--- src/tbx_pkg.sv ---
// package of constants for the 16-bit timer with byte access
package tbx_pkg;
  // byte address map of the 8-bit register port
  localparam logic [3:0] ADDR_CNT_LO = 4'h0;
  localparam logic [3:0] ADDR_CNT_HI = 4'h1;
  localparam logic [3:0] ADDR_CMPA_LO = 4'h2;
  localparam logic [3:0] ADDR_CMPA_HI = 4'h3;
  localparam logic [3:0] ADDR_CMPB_LO = 4'h4;
  localparam logic [3:0] ADDR_CMPB_HI = 4'h5;
  localparam logic [3:0] ADDR_CAP_LO = 4'h6;
  localparam logic [3:0] ADDR_CAP_HI = 4'h7;
  localparam logic [3:0] ADDR_CTRL_A = 4'h8;
  localparam logic [3:0] ADDR_CTRL_B = 4'h9;
  localparam logic [3:0] ADDR_FLAG = 4'hA;
  localparam logic [3:0] ADDR_MASK = 4'hB;
  // control A fields
  localparam int CA_WM0 = 0;
  localparam int CA_WM1 = 1;
  localparam int CA_FOCB = 2;
  localparam int CA_FOCA = 3;
  // control B fields
  localparam int CB_CS0 = 0;
  localparam int CB_WM2 = 3;
  localparam int CB_WM3 = 4;
  localparam int CB_CAP_EDGE = 6;
  localparam int CB_CAP_NC = 7;
  // flag and mask fields
  localparam int FL_OVF = 0;
  localparam int FL_CMPA = 1;
  localparam int FL_CMPB = 2;
  localparam int FL_CAP = 5;
  // clock select codes
  localparam logic [2:0] CS_NONE = 3'h0;
  localparam logic [2:0] CS_EXT_FALL = 3'h6;
  localparam logic [2:0] CS_EXT_RISE = 3'h7;
  // count limits
  localparam logic [15:0] CNT_BOTTOM = 16'h0000;
  localparam logic [15:0] CNT_MAX = 16'hFFFF;
  localparam logic [15:0] TOP_8BIT = 16'h00FF;
  localparam logic [15:0] TOP_9BIT = 16'h01FF;
  localparam logic [15:0] TOP_10BIT = 16'h03FF;
  // wave modes
  localparam logic [3:0] WM_NORMAL = 4'h0;
  localparam logic [3:0] WM_PC8 = 4'h1;
  localparam logic [3:0] WM_PC9 = 4'h2;
  localparam logic [3:0] WM_PC10 = 4'h3;
  localparam logic [3:0] WM_CTC_A = 4'h4;
  localparam logic [3:0] WM_F8 = 4'h5;
  localparam logic [3:0] WM_F9 = 4'h6;
  localparam logic [3:0] WM_F10 = 4'h7;
  localparam logic [3:0] WM_PFC_CAP = 4'h8;
  localparam logic [3:0] WM_PFC_A = 4'h9;
  localparam logic [3:0] WM_PC_CAP = 4'hA;
  localparam logic [3:0] WM_PC_A = 4'hB;
  localparam logic [3:0] WM_CTC_CAP = 4'hC;
  localparam logic [3:0] WM_F_CAP = 4'hE;
  localparam logic [3:0] WM_F_A = 4'hF;
  // noise canceller run length in clock cycles
  localparam int NC_LEN = 4;
  // reset values
  localparam logic [7:0] CTRL_RST = 8'h00;
  localparam logic [15:0] REG16_RST = 16'h0000;
  typedef logic [15:0] tbx_word_t;
endpackage : tbx_pkg

--- src/tbx_cap_filter.sv ---
// capture input filter and edge detector
`timescale 1ns/10ps
module tbx_cap_filter
  import tbx_pkg::*;
(
  // clock and reset
  input wire logic clk,
  input wire logic rst_n,
  // control
  input wire logic nc_en,
  input wire logic rise_sel,
  // capture source
  input wire logic cap_in,
  // event out
  output logic cap_evt
);
  logic [NC_LEN-1:0] hist_r;
  logic filt_r;
  logic prev_r;
  wire all_hi = &hist_r;
  wire all_lo = ~|hist_r;
  wire filt_nxt = nc_en ? (all_hi ? 1'b1 : (all_lo ? 1'b0 : filt_r)) : hist_r[0];
  // spikes shorter than the run length never reach the edge detector
  always_ff @(posedge clk or negedge rst_n)
  begin
    if (!rst_n)
    begin
      hist_r <= '0;
      filt_r <= 1'b0;
      prev_r <= 1'b0;
    end
    else
    begin
      hist_r <= {hist_r[NC_LEN-2:0], cap_in};
      filt_r <= filt_nxt;
      prev_r <= filt_r;
    end
  end
  // edge choice by select bit
  assign cap_evt = rise_sel ? (filt_r & ~prev_r) : (~filt_r & prev_r);
endmodule : tbx_cap_filter

--- src/tbx_timer16.sv ---
// 16-bit timer with byte-wide register access through a shared high-byte holder
// Operation
// 16-bit registers reached by two byte accesses
// one holding byte; high writes only store there
// holding byte shared by all 16-bit registers
// low write loads holder and low together
// low read copies high byte into holder
// compare reads return own high byte
// host writes high first, reads low first
// host masks interrupts around two-byte sequences
// control registers are plain 8-bit access
// flags show requests; mask gates each one
// count only on timer tick; none stops
// compare values double buffered, compared continuously
// compare match sets channel flag
// capture count on selected edge event
// optional noise filter before edge detector
// zero is bottom, all ones is max
// top fixed, from compare A or capture
// compare A as top: no PWM, buffered
// old mode bits keep positions under new names
// force-compare bits in A, mode bit 3 in B
// capture written only when it is top
// count/capture high reads return holder
`timescale 1ns/10ps
module tbx_timer16
  import tbx_pkg::*;
(
  // clock and reset
  input wire logic clk,
  input wire logic arst_n,
  // cpu byte port
  input wire logic [3:0] cpu_addr,
  input wire logic cpu_wr,
  input wire logic cpu_rd,
  input wire logic [7:0] cpu_wdata,
  output logic [7:0] cpu_rdata,
  // clock sources
  input wire logic presc_tick,
  input wire logic external_count_pin,
  // capture sources
  input wire logic capture_pin,
  input wire logic acmp_out,
  input wire logic cap_src_acmp,
  // waveform outputs
  output logic compare_a_output,
  output logic compare_b_output,
  // interrupt requests
  output logic [7:0] irq_req
);
  import tbx_pkg::*;

  logic rs1_r;
  logic rst_n;
  // reset release through two flops
  // assertion stays asynchronous; only the release is retimed so all flops leave reset together
  always_ff @(posedge clk or negedge arst_n)
  begin
    if (!arst_n)
    begin
      rs1_r <= 1'b0;
      rst_n <= 1'b0;
    end
    else
    begin
      rs1_r <= 1'b1;
      rst_n <= rs1_r;
    end
  end

  logic [7:0] hold_r;
  tbx_word_t timer_count;
  tbx_word_t compare_a_value;
  tbx_word_t compare_b_value;
  tbx_word_t cmpa_act_r;
  tbx_word_t cmpb_act_r;
  tbx_word_t capture_value;
  logic [7:0] timer_ctrl_a;
  logic [7:0] timer_ctrl_b;
  logic [7:0] timer_flag_reg;
  logic [7:0] timer_mask_reg;
  logic dir_down_r;
  logic ext_s_r;
  logic ext_p_r;
  logic oca_r;
  logic ocb_r;
  logic [7:0] rdata_r;

  // access strobes
  wire wr_cnt_lo = cpu_wr && cpu_addr == ADDR_CNT_LO;
  wire wr_cmpa_lo = cpu_wr && cpu_addr == ADDR_CMPA_LO;
  wire wr_cmpb_lo = cpu_wr && cpu_addr == ADDR_CMPB_LO;
  wire wr_cap_lo = cpu_wr && cpu_addr == ADDR_CAP_LO;
  wire wr_hi = cpu_wr && (cpu_addr == ADDR_CNT_HI || cpu_addr == ADDR_CMPA_HI ||
                          cpu_addr == ADDR_CMPB_HI || cpu_addr == ADDR_CAP_HI);
  wire rd_cnt_lo = cpu_rd && cpu_addr == ADDR_CNT_LO;
  wire rd_cap_lo = cpu_rd && cpu_addr == ADDR_CAP_LO;
  wire [15:0] wr_word = {hold_r, cpu_wdata};

  // single-byte register strobes; the control A one is shared by the write and force paths
  wire wr_ctrl_a = cpu_wr && cpu_addr == ADDR_CTRL_A;
  wire wr_ctrl_b = cpu_wr && cpu_addr == ADDR_CTRL_B;
  wire wr_flag = cpu_wr && cpu_addr == ADDR_FLAG;
  wire wr_mask = cpu_wr && cpu_addr == ADDR_MASK;

  // mode fields, legacy names keep their bit places
  wire wave_mode_bit0 = timer_ctrl_a[CA_WM0];
  wire wave_mode_bit1 = timer_ctrl_a[CA_WM1];
  wire wave_mode_bit2 = timer_ctrl_b[CB_WM2];
  wire wave_mode_bit3 = timer_ctrl_b[CB_WM3];
  wire [3:0] wmode = {wave_mode_bit3, wave_mode_bit2, wave_mode_bit1, wave_mode_bit0};
  wire [2:0] clk_sel = timer_ctrl_b[CB_CS0+2:CB_CS0];

  // top selection by mode
  function automatic tbx_word_t top_of(input logic [3:0] m, input tbx_word_t a, input tbx_word_t c);
    case (m)
      WM_PC8, WM_F8: top_of = TOP_8BIT;
      WM_PC9, WM_F9: top_of = TOP_9BIT;
      WM_PC10, WM_F10: top_of = TOP_10BIT;
      WM_CTC_A, WM_PFC_A, WM_PC_A, WM_F_A: top_of = a;
      WM_PFC_CAP, WM_PC_CAP, WM_CTC_CAP, WM_F_CAP: top_of = c;
      default: top_of = CNT_MAX;
    endcase
  endfunction : top_of

  // one count step; wraps at both ends like the hardware counter
  function automatic tbx_word_t step(input tbx_word_t v, input logic down);
    step = down ? v - 16'h0001 : v + 16'h0001;
  endfunction : step

  wire [15:0] top_val = top_of(wmode, cmpa_act_r, capture_value);
  wire a_is_top = wmode == WM_PFC_A || wmode == WM_PC_A || wmode == WM_F_A || wmode == WM_CTC_A;
  wire cap_is_top = wmode == WM_PFC_CAP || wmode == WM_PC_CAP || wmode == WM_CTC_CAP || wmode == WM_F_CAP;
  wire phase_mode = wmode == WM_PC8 || wmode == WM_PC9 || wmode == WM_PC10 ||
                    wmode == WM_PFC_CAP || wmode == WM_PFC_A || wmode == WM_PC_CAP || wmode == WM_PC_A;
  wire fast_mode = wmode == WM_F8 || wmode == WM_F9 || wmode == WM_F10 || wmode == WM_F_CAP || wmode == WM_F_A;
  wire pwm_mode = phase_mode || fast_mode;
  wire ctc_mode = wmode == WM_CTC_A || wmode == WM_CTC_CAP;

  // timer tick from prescaler or external pin edge; external sample is already synchronous
  wire ext_rise = ext_s_r & ~ext_p_r;
  wire ext_fall = ~ext_s_r & ext_p_r;
  wire timer_tick = clk_sel == CS_NONE ? 1'b0 :
                    clk_sel == CS_EXT_RISE ? ext_rise :
                    clk_sel == CS_EXT_FALL ? ext_fall : presc_tick;

  wire at_bottom = timer_count == CNT_BOTTOM;
  wire at_max = timer_count == CNT_MAX;
  wire at_top = timer_count == top_val;
  wire at_top_or_max = at_top || (fast_mode && at_max);

  // pwm modes latch compare values at top, or top/max when fast; others follow writes at once
  // a mid-period compare write cannot glitch the waveform, at the cost of up to one period of lag
  wire buf_update = !pwm_mode || (timer_tick && (phase_mode ? at_top : at_top_or_max));

  // next count, cpu write has priority over counting
  tbx_word_t cnt_nxt;
  logic dir_nxt;
  always_comb
  begin
    cnt_nxt = timer_count;
    dir_nxt = dir_down_r;
    if (wr_cnt_lo)
      cnt_nxt = wr_word;
    else if (timer_tick)
    begin
      if (phase_mode)
      begin
        if (!dir_down_r && at_top)
        begin
          dir_nxt = 1'b1;
          cnt_nxt = step(timer_count, 1'b1);
        end
        else if (dir_down_r && at_bottom)
        begin
          dir_nxt = 1'b0;
          cnt_nxt = step(timer_count, 1'b0);
        end
        else
          cnt_nxt = step(timer_count, dir_down_r);
      end
      else if ((ctc_mode || fast_mode) && at_top)
        cnt_nxt = CNT_BOTTOM;
      else
        cnt_nxt = step(timer_count, 1'b0);
    end
  end

  // capture event from pin or comparator through filter
  // the filter adds three cycles, one less than its run length, to capture latency when enabled
  wire cap_evt;
  tbx_cap_filter u_filt (
    .clk(clk),
    .rst_n(rst_n),
    .nc_en(timer_ctrl_b[CB_CAP_NC]),
    .rise_sel(timer_ctrl_b[CB_CAP_EDGE]),
    .cap_in(cap_src_acmp ? acmp_out : capture_pin),
    .cap_evt(cap_evt)
  );
  // capture is top register in those modes, so events do not overwrite it
  wire do_capture = cap_evt && !cap_is_top;

  // match events, force bits act as a match without a flag in non-pwm modes only
  wire match_a = timer_tick && timer_count == cmpa_act_r;
  wire match_b = timer_tick && timer_count == cmpb_act_r;
  wire ovf_evt = timer_tick && (phase_mode ? (dir_down_r && at_bottom) :
                 ((ctc_mode || fast_mode) ? at_top : at_max));
  wire force_a = wr_ctrl_a && cpu_wdata[CA_FOCA] && !pwm_mode;
  wire force_b = wr_ctrl_a && cpu_wdata[CA_FOCB] && !pwm_mode;

  // flags: hardware set beats a write-one clear in the same cycle
  wire [7:0] flag_set = {2'b00, do_capture, 2'b00, match_b, match_a, ovf_evt};
  wire [7:0] flag_clr = wr_flag ? cpu_wdata : 8'h00;
  wire [7:0] flag_nxt = (timer_flag_reg & ~flag_clr) | flag_set;

  // waveform: toggle in non-pwm, set/clear around match in pwm, where A stays low if compare A is top
  wire oca_nxt = a_is_top && pwm_mode ? 1'b0 :
                 pwm_mode ? (match_a ? (phase_mode ? ~dir_down_r : 1'b0) :
                             (fast_mode && timer_tick && at_top_or_max ? 1'b1 : oca_r)) :
                 ((match_a || force_a) ? ~oca_r : oca_r);
  wire ocb_nxt = pwm_mode ? (match_b ? (phase_mode ? ~dir_down_r : 1'b0) :
                             (fast_mode && timer_tick && at_top_or_max ? 1'b1 : ocb_r)) :
                 ((match_b || force_b) ? ~ocb_r : ocb_r);

  // read mux; compare high reads bypass the holder, count/capture high read it
  // force strobes are not stored, so they always read back as zero
  wire [7:0] rd_mux = cpu_addr == ADDR_CNT_LO ? timer_count[7:0] :
                      cpu_addr == ADDR_CNT_HI ? hold_r :
                      cpu_addr == ADDR_CMPA_LO ? compare_a_value[7:0] :
                      cpu_addr == ADDR_CMPA_HI ? compare_a_value[15:8] :
                      cpu_addr == ADDR_CMPB_LO ? compare_b_value[7:0] :
                      cpu_addr == ADDR_CMPB_HI ? compare_b_value[15:8] :
                      cpu_addr == ADDR_CAP_LO ? capture_value[7:0] :
                      cpu_addr == ADDR_CAP_HI ? hold_r :
                      cpu_addr == ADDR_CTRL_A ? {4'h0, timer_ctrl_a[3:0] & 4'h3} :
                      cpu_addr == ADDR_CTRL_B ? timer_ctrl_b :
                      cpu_addr == ADDR_FLAG ? timer_flag_reg :
                      cpu_addr == ADDR_MASK ? timer_mask_reg : 8'h00;

  // holding byte: one per timer, any high write or count/capture low read replaces it
  // an interrupt handler writing any high byte or reading a count/capture low byte in between corrupts the pair
  always_ff @(posedge clk or negedge rst_n)
  begin
    if (!rst_n)
      hold_r <= 8'h00;
    else if (wr_hi)
      hold_r <= cpu_wdata;
    else if (rd_cnt_lo)
      hold_r <= timer_count[15:8];
    else if (rd_cap_lo)
      hold_r <= capture_value[15:8];
  end

  // 16-bit registers load only on low-byte writes
  // a count write mid-run wins over that cycle's step; the next tick counts on from it
  always_ff @(posedge clk or negedge rst_n)
  begin
    if (!rst_n)
    begin
      timer_count <= REG16_RST;
      dir_down_r <= 1'b0;
      compare_a_value <= REG16_RST;
      compare_b_value <= REG16_RST;
      capture_value <= REG16_RST;
    end
    else
    begin
      timer_count <= cnt_nxt;
      dir_down_r <= dir_nxt;
      if (wr_cmpa_lo)
        compare_a_value <= wr_word;
      if (wr_cmpb_lo)
        compare_b_value <= wr_word;
      if (wr_cap_lo && cap_is_top)
        capture_value <= wr_word;
      else if (do_capture)
        capture_value <= timer_count;
    end
  end

  // active compare copies, double buffered against the written values
  always_ff @(posedge clk or negedge rst_n)
  begin
    if (!rst_n)
    begin
      cmpa_act_r <= REG16_RST;
      cmpb_act_r <= REG16_RST;
    end
    else if (buf_update)
    begin
      cmpa_act_r <= compare_a_value;
      cmpb_act_r <= compare_b_value;
    end
  end

  // control, flag and mask registers
  always_ff @(posedge clk or negedge rst_n)
  begin
    if (!rst_n)
    begin
      timer_ctrl_a <= CTRL_RST;
      timer_ctrl_b <= CTRL_RST;
      timer_flag_reg <= CTRL_RST;
      timer_mask_reg <= CTRL_RST;
    end
    else
    begin
      if (wr_ctrl_a)
        timer_ctrl_a <= {4'h0, 2'b00, cpu_wdata[CA_WM1:CA_WM0]};
      if (wr_ctrl_b)
        timer_ctrl_b <= cpu_wdata;
      if (wr_mask)
        timer_mask_reg <= cpu_wdata;
      timer_flag_reg <= flag_nxt;
    end
  end

  // pin sampling, outputs and read data registered
  // a clear mask bit still lets its flag set; only the request line is gated
  always_ff @(posedge clk or negedge rst_n)
  begin
    if (!rst_n)
    begin
      ext_s_r <= 1'b0;
      ext_p_r <= 1'b0;
      oca_r <= 1'b0;
      ocb_r <= 1'b0;
      rdata_r <= 8'h00;
      irq_req <= 8'h00;
    end
    else
    begin
      ext_s_r <= external_count_pin;
      ext_p_r <= ext_s_r;
      oca_r <= oca_nxt;
      ocb_r <= ocb_nxt;
      if (cpu_rd)
        rdata_r <= rd_mux;
      irq_req <= flag_nxt & timer_mask_reg;
    end
  end

  // registered read data holds until the next read, so a slow host may fetch it late
  assign cpu_rdata = rdata_r;
  assign compare_a_output = oca_r;
  assign compare_b_output = ocb_r;
endmodule : tbx_timer16

--- config.mk ---
export PLATFORM = sky130hd
export DESIGN_NAME = tbx_timer16
export DESIGN_NICKNAME = d
export VERILOG_FILES = /design/src/tbx_pkg.sv /design/src/tbx_cap_filter.sv /design/src/tbx_timer16.sv
export SDC_FILE = /design/constraint.sdc
export NUM_CORES = 1
export LEC_CHECK = 0
export BUFFER_PORTS_ARGS = -buffer_cell sky130_fd_sc_hd__buf_2
export CORE_MARGIN = 2
export CORE_UTILIZATION = 45
export DETAILED_ROUTE_END_ITERATION = 10
export PLACE_DENSITY_LB_ADDON = 0.2
export SYNTH_ARGS = -nofsm -noshare
export SYNTH_HDL_FRONTEND = slang
export SYNTH_SLANG_ARGS = --single-unit
--- constraint.sdc ---
create_clock -name clk -period 7.1 [get_ports clk]
set_clock_uncertainty 0.1 [all_clocks]
set_input_delay 0 -clock clk [delete_from_list [all_inputs] [get_ports clk]]
set_output_delay 0 -clock clk [all_outputs]
set_load 0.01 [all_outputs]
==> run_results.csv <==
group,metric,value,unit
setup_path,worstPathArrival,4.71,ns
synthesis,synth_flop_cell,"dfrtp_1",
global_route,grt_antenna_before_repair,0,
layout,nFillCells,1940,
timing,tns,0,ns
global_route,grt_first_pass_wirelength,47200,um
synthesis,synth_area,0.00949,sq mm
worst_hold_path,hold_path.class,"input port to register",
setup_path,reg2reg_slack,2.61,ns
synthesis,synth_area_leader_cell,"dfrtp_1",
routing,num_vias,8068,
timing,min_period_over_period,63.2,%
timing,worst_slew_pin_slew,1.16,ns
timing,relSlewSlack,22.5,%
synthesis,synth_top_area_share,41.9,%
synthesis,synth_edf_count,0,
global_route,grt_max_degree,63,
layout,nNetsFinal,1021,
place,place_hpwl,21000,um
floorplanning,start_util,45.5,%
routing,drc,0,
synthesis,ys_ff_latch,159,
power,ir_drop,184,uV
setup_path,required,7.32,ns
power,power_density,376,mW/mm^2
timing,finalSetupViolations,0,
timing,finalHoldWorstSlack,0.0928,ns
setup_path,critPathKind,"register to register",
setup_path,worstSetupStartpointType,"register",
setup_path,crit_path_end_kind,"register",
layout,drive_gt1_share,19.5,%
synthesis,syn_avg_cell_area,9.50,sq um
timing,final_hold_viol_count,0,
clocking,cts_root_buf,"clkbuf_16",
clocking,path_clk_slew,0.07,ns
floorplanning,rows,53,
run,drv_cap,0,
clocking,cts.sinks,159,
place,gp_congestion,0.939,
timing,period_needed,4.49,ns
synthesis,ys_seq_area_share,41.9,%
routing,drt_pass1_iterations,6,
setup_path,crit_fanout,41,
clocking,clk-insertion-delay-late,0.44,ns
timing,setup_ws,2.61,ns
clocking,cts_inserted_buffers,17,
synthesis,async_reset_ff_share,100,%
floorplanning,die-area,0.0223,sq mm
routing,wl_per_cell,23.2,um
synthesis,synth.most_common_cell,"dfrtp_1",
place,pre_cts_ws,2.68,ns
synthesis,syn_nets,1022,
layout,layout-area-overhead-vs-synth,11.0,%
synthesis,synth_commonest_cells,"159 x dfrtp_1, 95 x nand2_1, 84 x mux2_2",
routing,wirelength,29900,um
layout,regArea,0.00398,sq mm
clocking,cts_max_path_buffers,2,
power,cellLeakagePower,0.00437,uW
global_route,globalRouteOverflowTotal,0,
global_route,grt_pass1_vias,7797,
run_status,outcome,"complete, no violations",
synthesis,synth_area_leaders,"dfrtp_1 42%, mux2_2 10%, o21ai_0 4.0%, nand2_1 3.8%, xor2_1 3.2%",
clocking,cts.repair.resized,0,
synthesis,syn_inst,999,
routing,viasPerCell,6.27,
global_route,track_usage,28.0,%
clocking,postCtsHoldBufs,14,
layout,insertedDiodeCount,0,
timing,rsz0062_at_grt,"false",
floorplanning,ios,39,
timing,slew_viol_final,0,
floorplanning,die_h,149,um
floorplanning,design.core.area,0.0209,sq mm
clocking,cts_tree,"done",
floorplanning,die_x,149,um
routing,drt_iter0_drc,969,
clocking,htree_num_levels,4,
synthesis,yosys.cell_types.count,80,
clocking,post-cts-setup-buffer-count,0,
timing,max_clock_freq,223,MHz
layout,multi_input_area,0.00506,sq mm
place,port_buffers,38,
synthesis,ys_warn_count,0,
routing,ant_nets,0,
-- power by group --
part / total [uW] / switching, uW / internal [uW]
clock network: 1030 / 428 / 604
logic: 1260 / 666 / 594
registers: 1670 / 496 / 1180
total: 3970 / 1590 / 2380
-- cell usage in the layout (no fill, tap or decap), types with 11 or more instances in the layout --
cell           synthesis  layout
nand2_1               95      95
a21oi_1               33      33
nor4_1                13      13
mux2i_1               24      24
inv_1                 28      28
nor3_1                24      24
and3_1                16      16
dlygate4sd3_1          0      14
mux2_2                84      84
nand3_1               23      23
nor2b_1               14      14
nand2b_1              12      12
a31oi_1               22      22
and2_1                11      11
buf_2                  8      38
clkbuf_16              0      17
xor2_1                35      35
nor2_1                63      62
dfrtp_1              159     158
o21ai_0               76      76
-- critical path, cell delays in order (launching register included) --
cell and delay [ns]:
dfrtp_1 0.77, nand2b_1 0.54, o31a_1 0.40, o221ai_1 0.21, nand3_1 0.12, or4_4 0.56, or3_1 0.47, o21a_1 0.19
o21ai_4 0.11, buf_4 0.46, mux2_2 0.40
-- metal layers --
metal / up-vias / global-route usage [%] / wire length, um
li1: 3661 / - / -
met1: 4004 / 40.1 / 13100
met2: 366 / 43.8 / 13800
met3: 37 / 4.77 / 2390
met4: 0 / 7.81 / 629
met5: - / 0 / 0
-- logic make-up (layout without fill, tap and decap cells) --
group           after synthesis  after routing  share of synthesized area [%]
compound gates              251            251                           17.6
flops                       159            159                           41.9
xor+xnor                     39             39                           3.60
simple gates                321            321                           17.2
mux                         117            117                           14.5
fa+ha+maj                     2              2                          0.264
buf+inv                     109            121                           4.90
other cells                   1              1                         0.0395
-- area by class of cell --
class / instances / area share [%]
Multi-Input combinational cell: 731 / 48.0
Sequential cell: 159 / 37.8
Clock buffer: 18 / 4.07
Timing Repair Buffer: 60 / 3.71
Tap cell: 275 / 3.27
Clock inverter: 14 / 2.10
Inverter: 29 / 1.03
-- metrics by stage --
| step | util (%) | total power (uW) | instance area [sq um] | std cells |
|---|---|---|---|---|
| 3_3_place_gp | 46.7 | 2890 | 9750 | 1240 |
| 2_1_floorplan | - | 2480 | 9490 | 999 |
| 4_1_cts | 50.4 | 3950 | 10500 | 1286 |
| 3_5_place_dp | 46.7 | 2910 | 9750 | 1240 |
| 6_report | 50.4 | 3970 | 10500 | 1286 |
| 5_1_grt | 50.4 | 4180 | 10500 | 1286 |
-- worst paths after layout --
check / startpoint / depth (start not counted) / end
worst max register to register: timer_ctrl_b[3]$_DFFE_PN0P_ / 10 / cmpb_act_r[12]$_DFFE_PN0P_
worst min-delay path: cpu_addr[3] / 4 / cpu_rdata[1]$_DFFE_PN0P_
worst max-delay path: timer_ctrl_b[3]$_DFFE_PN0P_ / 10 / cmpb_act_r[12]$_DFFE_PN0P_
max in group asynchronous: rst_n$_DFF_PN0_ / 1 / capture_value[9]$_DFFE_PN0P_
min in group asynchronous: rst_n$_DFF_PN0_ / 0 / compare_a_value[7]$_DFFE_PN0P_
worst min register to register: rst_n$_DFF_PN0_ / 0 / compare_a_value[7]$_DFFE_PN0P_
Note: power is estimated with default switching activity, not from simulation.
